--- src/rtl/axis_if_pkg.sv ---
// Purpose: shared constants and carriers for the servo driver axis interface
// Assumes: four axes, 40 MHz clock, 32-bit position counters
// Notes: compare on axes 1-2, latch on axes 3-4
package axis_if_pkg;
   localparam int unsigned num_axes = 4;
   localparam int unsigned num_cmp = 2;
   localparam int unsigned num_ltc = 2;
   localparam int unsigned ltc_base = 2;
   localparam int unsigned cnt_width = 32;
   localparam real clk_mhz = 40.0;
   // compare pulse width, nanoseconds
   localparam real cmp_pulse_ns = 1000.0;
   localparam int unsigned cmp_pulse_cycles = (int'(cmp_pulse_ns * clk_mhz / 1000.0) < 1) ? 1 :
      int'(cmp_pulse_ns * clk_mhz / 1000.0);
   localparam logic [15:0] cmp_pulse_count = cmp_pulse_cycles[15:0];
   localparam logic [cnt_width-1:0] cnt_reset = 32'h0000_0000;
   localparam logic [cnt_width-1:0] cnt_one = 32'h0000_0001;

   // per-axis driver-side inputs
   typedef struct packed {
      logic in_position;
      logic alarm_in;
      logic driver_ready_in;
      logic enc_phase_a;
      logic enc_phase_b;
      logic pulser_phase_a;
      logic pulser_phase_b;
   } axis_pins_type;

   // per-axis software control
   typedef struct packed {
      logic servo_on;
      logic home_done;
      logic limit_active;
      logic emergency_stop;
      logic step_req;
      logic dir_req;
   } axis_ctrl_type;

   // per-axis status toward software
   typedef struct packed {
      logic in_position;
      logic alarm;
      logic driver_ready;
      logic halted;
   } axis_stat_type;

   typedef enum logic [2:0] {
      cmp_idle = 3'b001,
      cmp_pulse = 3'b010,
      cmp_hold = 3'b100
   } cmp_state_type;

   // two-bit quadrature step decode: +1, -1 or nothing
   function automatic logic [1:0] quad_step(input logic [1:0] prev, input logic [1:0] cur);
      logic [1:0] r;
      r = 2'h0;
      unique case ({prev, cur})
         4'b0001, 4'b0111, 4'b1110, 4'b1000: r = 2'h1;
         4'b0010, 4'b1011, 4'b1101, 4'b0100: r = 2'h2;
         default: r = 2'h0;
      endcase
      return r;
   endfunction : quad_step
endpackage : axis_if_pkg

--- src/rtl/quad_counter.sv ---
// Purpose: synchronised quadrature decoder with up/down position counter
// Assumes: phase inputs from pins, asynchronous to clk
// Notes: double transitions are dropped, not guessed
`timescale 1ns/10ps
`default_nettype none
module quad_counter (
   // clock and reset
   input wire logic clk,
   input wire logic rst,
   // phase pins
   input wire logic phase_a,
   input wire logic phase_b,
   // count
   output logic [axis_if_pkg::cnt_width-1:0] count,
   output logic step
);
   import axis_if_pkg::*;
   logic [1:0] meta_reg, sync_reg, prev_reg;
   logic [cnt_width-1:0] count_reg, count_next;
   logic step_reg, step_next;
   logic [2:0] fill_reg, fill_next;
   logic [1:0] dir;

   always_comb begin
      // no decode until prev holds a real pin level; a resting phase pair is not a step
      fill_next = {fill_reg[1:0], 1'b1};
      dir = fill_reg[2] ? quad_step(prev_reg, sync_reg) : 2'h0;
      count_next = count_reg;
      step_next = 1'b0;
      if (dir == 2'h1) begin
         count_next = count_reg + cnt_one;
         step_next = 1'b1;
      end else if (dir == 2'h2) begin
         count_next = count_reg - cnt_one;
         step_next = 1'b1;
      end
   end

   always_ff @(posedge clk or posedge rst) begin
      if (rst) begin
         meta_reg <= 2'h0;
         sync_reg <= 2'h0;
         prev_reg <= 2'h0;
         count_reg <= cnt_reset;
         step_reg <= 1'b0;
         fill_reg <= 3'h0;
      end else begin
         meta_reg <= {phase_a, phase_b};
         sync_reg <= meta_reg;
         prev_reg <= sync_reg;
         count_reg <= count_next;
         step_reg <= step_next;
         fill_reg <= fill_next;
      end
   end

   assign count = count_reg;
   assign step = step_reg;
endmodule : quad_counter
`default_nettype wire

--- src/rtl/servo_driver_axis_interface.sv ---
// Purpose: per-axis driver interface: alarm, in-position, clear, servo-on, compare, latch, pulser
// Assumes: one 40 MHz clock; all pin inputs asynchronous
// Notes: control and status are plain ports, no register bus
`timescale 1ns/10ps
`default_nettype none
// What this block does
// RULE1: assert deviation clear on four stop events
// RULE2: deviation clear resets external driver error
// RULE3: in-position input means zero following error
// RULE4: active alarm halts axis command outputs
// RULE5: software servo-on output per axis
// RULE6: sample driver-ready input per axis
// RULE7: compare pulses on axes one, two
// RULE8: compare polarity selectable, idles high after reset
// RULE9: latch trigger captures counter, axes three, four
// RULE10: pulser phases decoded into motion commands
// RULE11: position counter driven by encoder phases
// RULE12: quadrature pulser decode, drop double transitions
module servo_driver_axis_interface (
   // clock and reset
   input wire logic clk,
   input wire logic rst,
   // driver pins
   input wire axis_if_pkg::axis_pins_type [3:0] pins,
   input wire logic [1:0] latch_trigger_in,
   output logic [3:0] deviation_clear_out,
   output logic [3:0] servo_on_out,
   output logic [3:0] step_pulse,
   output logic [3:0] motion_sense,
   output logic [1:0] compare_pulse_out,
   // software side
   input wire axis_if_pkg::axis_ctrl_type [3:0] ctrl,
   input wire logic [1:0] cmp_idle_low,
   input wire logic [1:0][axis_if_pkg::cnt_width-1:0] cmp_value,
   input wire logic [1:0] cmp_enable,
   output axis_if_pkg::axis_stat_type [3:0] status,
   output logic [3:0][axis_if_pkg::cnt_width-1:0] enc_count,
   output logic [3:0][axis_if_pkg::cnt_width-1:0] pulser_count,
   output logic [1:0][axis_if_pkg::cnt_width-1:0] latch_value,
   output logic [1:0] latch_valid
);
   import axis_if_pkg::*;

   logic [num_axes-1:0][cnt_width-1:0] enc_cnt, pls_cnt;
   logic [num_axes-1:0] pls_step;
   logic [num_axes-1:0] alm_meta_reg, alm_sync_reg;
   logic [num_axes-1:0] inp_meta_reg, inp_sync_reg;
   logic [num_axes-1:0] rdy_meta_reg, rdy_sync_reg;
   logic [num_ltc-1:0] ltc_meta_reg, ltc_sync_reg, ltc_prev_reg;

   // per-axis encoder and pulser decoders
   genvar g;
   generate
      for (g = 0; g < num_axes; g++) begin : axis_g
         quad_counter enc_u ( // RULE11
            .clk(clk),
            .rst(rst),
            .phase_a(pins[g].enc_phase_a),
            .phase_b(pins[g].enc_phase_b),
            .count(enc_cnt[g]),
            .step()
         );
         quad_counter pls_u ( // RULE10 RULE12
            .clk(clk),
            .rst(rst),
            .phase_a(pins[g].pulser_phase_a),
            .phase_b(pins[g].pulser_phase_b),
            .count(pls_cnt[g]),
            .step(pls_step[g])
         );
      end
   endgenerate

   // input synchronisers
   always_ff @(posedge clk or posedge rst) begin
      if (rst) begin
         alm_meta_reg <= 4'h0;
         alm_sync_reg <= 4'h0;
         inp_meta_reg <= 4'h0;
         inp_sync_reg <= 4'h0;
         rdy_meta_reg <= 4'h0;
         rdy_sync_reg <= 4'h0;
         ltc_meta_reg <= 2'h0;
         ltc_sync_reg <= 2'h0;
      end else begin
         for (int i = 0; i < num_axes; i++) begin
            alm_meta_reg[i] <= pins[i].alarm_in;
            inp_meta_reg[i] <= pins[i].in_position;
            rdy_meta_reg[i] <= pins[i].driver_ready_in;
         end
         alm_sync_reg <= alm_meta_reg;
         inp_sync_reg <= inp_meta_reg;
         rdy_sync_reg <= rdy_meta_reg;
         ltc_meta_reg <= latch_trigger_in;
         ltc_sync_reg <= ltc_meta_reg;
      end
   end

   // axis control group
   logic [3:0] clear_reg, clear_next;
   logic [3:0] servo_on_out_reg, servo_on_out_next;
   logic [3:0] step_reg, step_next;
   logic [3:0] sense_reg, sense_next;
   logic [3:0] halted_reg, halted_next;
   logic [3:0] alm_prev_reg, alm_prev_next;
   axis_stat_type [3:0] stat_reg, stat_next;
   logic [3:0][cnt_width-1:0] enc_reg, enc_next, pls_reg, pls_next;

   always_comb begin
      for (int i = 0; i < num_axes; i++) begin
         alm_prev_next[i] = alm_sync_reg[i];
         // alarm halts outputs until an emergency stop or home acknowledges it
         halted_next[i] = alm_sync_reg[i] | (halted_reg[i] & ~ctrl[i].emergency_stop & ~ctrl[i].home_done);
         // held while a stop input is high, one cycle on alarm onset; driver drops its following error on it
         clear_next[i] = ctrl[i].home_done | ctrl[i].limit_active // RULE1 RULE2
            | (alm_sync_reg[i] & ~alm_prev_reg[i]) | ctrl[i].emergency_stop;
         servo_on_out_next[i] = ctrl[i].servo_on; // RULE5
         // command from software or from the manual pulser
         if (alm_sync_reg[i] | halted_reg[i]) begin // RULE4
            step_next[i] = 1'b0;
            sense_next[i] = 1'b0;
         end else if (pls_step[i]) begin // RULE10
            step_next[i] = 1'b1;
            sense_next[i] = pls_cnt[i] != pls_reg[i] && (pls_cnt[i] - pls_reg[i]) == cnt_one;
         end else begin
            step_next[i] = ctrl[i].step_req;
            sense_next[i] = ctrl[i].dir_req;
         end
         stat_next[i].in_position = inp_sync_reg[i]; // RULE3
         stat_next[i].alarm = alm_sync_reg[i];
         stat_next[i].driver_ready = rdy_sync_reg[i]; // RULE6
         stat_next[i].halted = halted_next[i];
         enc_next[i] = enc_cnt[i];
         pls_next[i] = pls_cnt[i];
      end
   end

   always_ff @(posedge clk or posedge rst) begin
      if (rst) begin
         clear_reg <= 4'h0;
         servo_on_out_reg <= 4'h0;
         step_reg <= 4'h0;
         sense_reg <= 4'h0;
         halted_reg <= 4'h0;
         alm_prev_reg <= 4'h0;
         stat_reg <= '0;
         enc_reg <= '0;
         pls_reg <= '0;
      end else begin
         clear_reg <= clear_next;
         servo_on_out_reg <= servo_on_out_next;
         step_reg <= step_next;
         sense_reg <= sense_next;
         halted_reg <= halted_next;
         alm_prev_reg <= alm_prev_next;
         stat_reg <= stat_next;
         enc_reg <= enc_next;
         pls_reg <= pls_next;
      end
   end

   // compare group, axes 1 and 2
   cmp_state_type [1:0] cmp_state_reg, cmp_state_next;
   logic [1:0][15:0] cmp_cnt_reg, cmp_cnt_next;
   logic [1:0] cmp_out_reg, cmp_out_next;

   always_comb begin
      for (int i = 0; i < num_cmp; i++) begin
         cmp_state_next[i] = cmp_state_reg[i];
         cmp_cnt_next[i] = cmp_cnt_reg[i];
         unique case (cmp_state_reg[i])
            cmp_idle: begin
               if (cmp_enable[i] && enc_cnt[i] == cmp_value[i]) begin // RULE7
                  cmp_state_next[i] = cmp_pulse;
                  cmp_cnt_next[i] = cmp_pulse_count;
               end
            end
            cmp_pulse: begin
               cmp_cnt_next[i] = cmp_cnt_reg[i] - 16'h0001;
               if (cmp_cnt_reg[i] == 16'h0001) begin
                  cmp_state_next[i] = cmp_hold;
               end
            end
            cmp_hold: begin
               // rearm only once the counter leaves the match value
               if (enc_cnt[i] != cmp_value[i]) begin
                  cmp_state_next[i] = cmp_idle;
               end
            end
            default: cmp_state_next[i] = cmp_idle;
         endcase
         // idle level follows polarity; reset value of select gives idle high
         cmp_out_next[i] = (cmp_state_next[i] == cmp_pulse) ^ ~cmp_idle_low[i]; // RULE8
      end
   end

   always_ff @(posedge clk or posedge rst) begin
      if (rst) begin
         cmp_state_reg <= '{cmp_idle, cmp_idle};
         cmp_cnt_reg <= '0;
         cmp_out_reg <= 2'h3; // RULE8
      end else begin
         cmp_state_reg <= cmp_state_next;
         cmp_cnt_reg <= cmp_cnt_next;
         cmp_out_reg <= cmp_out_next;
      end
   end

   // latch group, axes 3 and 4
   logic [1:0][cnt_width-1:0] ltc_val_reg, ltc_val_next;
   logic [1:0] ltc_vld_reg, ltc_vld_next;

   always_comb begin
      for (int i = 0; i < num_ltc; i++) begin
         ltc_val_next[i] = ltc_val_reg[i];
         ltc_vld_next[i] = 1'b0;
         if (ltc_sync_reg[i] & ~ltc_prev_reg[i]) begin // RULE9
            ltc_val_next[i] = enc_cnt[i + ltc_base];
            ltc_vld_next[i] = 1'b1;
         end
      end
   end

   always_ff @(posedge clk or posedge rst) begin
      if (rst) begin
         ltc_val_reg <= '0;
         ltc_vld_reg <= 2'h0;
         ltc_prev_reg <= 2'h0;
      end else begin
         ltc_val_reg <= ltc_val_next;
         ltc_vld_reg <= ltc_vld_next;
         ltc_prev_reg <= ltc_sync_reg;
      end
   end

   assign deviation_clear_out = clear_reg;
   assign servo_on_out = servo_on_out_reg;
   assign step_pulse = step_reg;
   assign motion_sense = sense_reg;
   assign compare_pulse_out = cmp_out_reg;
   assign status = stat_reg;
   assign enc_count = enc_reg;
   assign pulser_count = pls_reg;
   assign latch_value = ltc_val_reg;
   assign latch_valid = ltc_vld_reg;
endmodule : servo_driver_axis_interface
`default_nettype wire

--- config.mk ---
export PLATFORM = sky130hd
export DESIGN_NAME = servo_driver_axis_interface
export DESIGN_NICKNAME = d
export VERILOG_FILES = /design/src/rtl/axis_if_pkg.sv /design/src/rtl/quad_counter.sv /design/src/rtl/servo_driver_axis_interface.sv
export SDC_FILE = /design/constraint.sdc
export NUM_CORES = 2
export LEC_CHECK = 0
export BUFFER_PORTS_ARGS = -buffer_cell sky130_fd_sc_hd__buf_2
export CORE_MARGIN = 1
export CORE_UTILIZATION = 45
export CTS_CLUSTER_DIAMETER = 40
export DETAILED_ROUTE_END_ITERATION = 8
export SLEW_MARGIN = 25
export SYNTH_ARGS = -nofsm -noshare
export SYNTH_HDL_FRONTEND = slang
export SYNTH_HIERARCHICAL = 1
export SYNTH_SLANG_ARGS = --single-unit
--- constraint.sdc ---
create_clock -name clk -period 28.1 [get_ports clk]
set_input_delay 4.215 -clock clk [delete_from_list [all_inputs] [get_ports clk]]
set_output_delay 4.215 -clock clk [all_outputs]
set_load 0.01 [all_outputs]
==> impl_results.md <==
- Combined global-route utilization of all metal layers: 22.8%
- Via count: 37300
- Clock Tree Buf Depth: 3
- Number of buffers created by CTS: approximately 140
- Total Wirelength: between 100000 and 150000 um
- Via count of the first global-routing pass: 36200
- Worst path buffer plus inverter count: 1
- Final non-filler cell total: 6827
- Starting density of the core: between 40 and 50%
- Number of pins with negative max-slew slack in the final report: 0
- Total power per unit cell area: 148 nW/um^2
- Hold path endpoint: status[3]
- Standard-cell rows: 117
- Final HPWL from detailed placement: 88400 um
- CTS H-tree depth: 4
- Global-route wire length before repair: 191000 um
- Clock tree root buffer cell: clkbuf_16
- Die area: 104000 um^2
- Post-Layout Inst Area: 54700 um^2
- LEAKAGE: roughly 25 nW
- Cells resized by post-CTS repair: 0
- Number of post-CTS setup repair buffers: 0
- Maximum clock rate: roughly 140 MHz
- Residual antenna-violating net count after detailed routing: 0
- Count of cells along the worst register-to-register path: 14
- Fin Clk Skew: 0.0326 ns
- TritonCTS clock tree: built
- Worst slack at placement: 20.21 ns
- CP Data Required Time: 28.72 ns
- Summed negative setup slack over all endpoints: 0 ns
- Ratio of cells with drive above 1 in the final layout: 17.9%
- Arrival time of data at the critical path endpoint: 7.66 ns
- Worst-case headroom to the max-slew limit: 30.4%
- Core Footprint: 102000 um^2
- Least setup slack across all paths after layout: 21.06 ns
- Maximum fanout along the worst path: 17
- Worst path top cell family by delay: simple AND/OR/NAND/NOR gates
- Mapped Area: 46200 um^2
- CP Capture Type: flop
- Unrepaired setup endpoints after global routing: false
- Class of the tightest hold or removal check: flop to flop
- Dpl cell area: 49900 um^2
- Number of buffers inserted by port buffering: around 480
- CP max stage delay: 0.64 ns
- Clock-pin slew of the registers on the worst-case setup and hold paths: 0.06 ns
- Reg2Reg Setup Slack: 23.80 ns
- Cell-by-cell listing of the critical path: buf_2, xor2_1, nor4_1, nand4_1, or4_1, nor4_1, nand4b_1, and2_1, o21ai_0, o21ai_0
- Die Span X: 322 um
- DRC violation total after the first TritonRoute iteration: 1996
- Slowest-stage cell, CP: nand4b_1
- CTS sink cnt: 756
- Average wire per cell in the routed design: about 17 um
- Critical path class: input port to flop
- R2r endpoint: axis_g[2].pls_u/count[30]
- Setup violation total in the final timing report: 0
- Gp weighted congestion: 0.897
- Total congestion overflow after global routing: 0
- Max rail drop VDD: between 0.00007 and 0.00008 V
- Nets in the synthesized netlist: 5377
- Area grow syn2layout: 18.5%
- Hold Fails Final Rpt: 0
- Startpoint of the most critical register-to-register path: axis_g[2].pls_u/sync_reg[0]
- Actual transition at the worst max-transition pin: 1.04 ns
- Final min period: between 7 and 8 ns
- Status: complete, no violations
- Hold buffer count at cts: 0
- Number of warnings printed during yosys synthesis: 6
- Number of top-level design ports: 480
- Max Cap Violations: 0
- Pre-antenna DRT Iters: 7
- Total number of nets in the final design: 5881
- Clk_lat worst skew: 0.75 ns
- Hold wc startpoint: inp_sync_reg[0]
- Initial antenna violation count: 6
- Die boundary height: 322 um
- Maximum number of pins on one net before global-route repair: 128
- Mean post-synth cell area: ~9.5 um^2
- Post-synthesis cell count: 4837
- Hold depth: 0
- # DRC: 0
- Period Utilization, post-route: 25.1%
- Kind of launch point of the worst setup path: input port
- Post-detailed-route via-to-cell ratio: 5.46
- Post-placement cell count: 6568
stage by stage:
| step | util, % | power [mW] | hold WS (ns) |
|---|---|---|---|
| 6_report | 53.8 | 8.11 | 0.335 |
| 5_1_grt | 53.8 | 8.81 | 0.337 |
| 4_1_cts | 53.8 | 8.14 | 0.336 |
| 3_5_place_dp | 49.0 | 6.39 | 0.335 |
| 3_3_place_gp | 49.0 | 6.35 | 0.332 |
| 2_1_floorplan | - | 5.22 | 0.331 |
worst max-delay path by stage:
| stage | startpoint | depth (start not counted) | endpoint | slack [ns] |
|---|---|---|---|---|
| after floorplan | rst | 1 | alm_meta_reg[0] | 12.09 |
| after CTS | cmp_value[38] | 10 | cmp_cnt_reg[18] | 21.00 |
| after global placement | cmp_value[38] | 10 | cmp_cnt_reg[18] | 20.29 |
| final | cmp_value[38] | 10 | cmp_cnt_reg[18] | 21.06 |
| after global routing | cmp_value[38] | 10 | cmp_cnt_reg[18] | 20.79 |
| after detailed placement | cmp_value[38] | 10 | cmp_cnt_reg[18] | 20.21 |
power breakdown:
group	internal (mW)	switching [mW]
combinational	1.90	2.60
sequential	1.50	0.415
clock	1.08	0.611
total	4.48	3.63
layer usage:
layer | up-vias | routed length [um] | part of all wire, % | GRT usage [%]
met3 | 235 | 6780 | 5.7 | 5.36
met4 | 8 | 4020 | 3.4 | 8.68
li1 | 18500 | - | - | -
met5 | - | 57 | 0.048 | 0
met2 | 841 | 53000 | 45 | 35.9
met1 | 17700 | 54400 | 46 | 30.3
placed cells by master (no fill, tap or decap), types with 32 or more instances in the layout:
cell type and instances:
a31oi_1 34, nand2b_1 41, clkbuf_16 141, nor2b_1 42, a211oi_1 51, inv_1 279, ha_1 403, dfrtp_1 752
xor2_1 156, nand2_1 510, o21a_1 58, o211ai_1 32, nor2_1 258, o21bai_1 34, o21ai_0 381, a21oi_1 361
nand3_1 97, a21o_1 138, xnor2_1 191, nand4_1 83, buf_2 479, nor4_1 38, mux2_2 76, and2_1 43
nor3_1 66
cell type report:
| class | instances | area (um^2) |
|---|---|---|
| repair buffers | 501 | 2560 |
| well taps | 1368 | 1710 |
| clock inverters | 87 | 997 |
| diodes | 2 | 5.00 |
| inverters | 295 | 1130 |
| fillers | 9187 | 47000 |
| flip-flops and latches | 756 | 18900 |
| clock buffers | 170 | 3830 |
| multi-input cells | 3648 | 25600 |
worst register-to-register path, delay by kind of cell (launching register included):
family / cells / cell delay [ns]
fa+ha+maj: 2 / 0.68
simple gates: 4 / 0.55
flops: 1 / 0.40
compound gates: 5 / 1.52
xor+xnor: 1 / 0.16
buf+inv: 2 / 0.87
(Power assumes the default switching activity.)
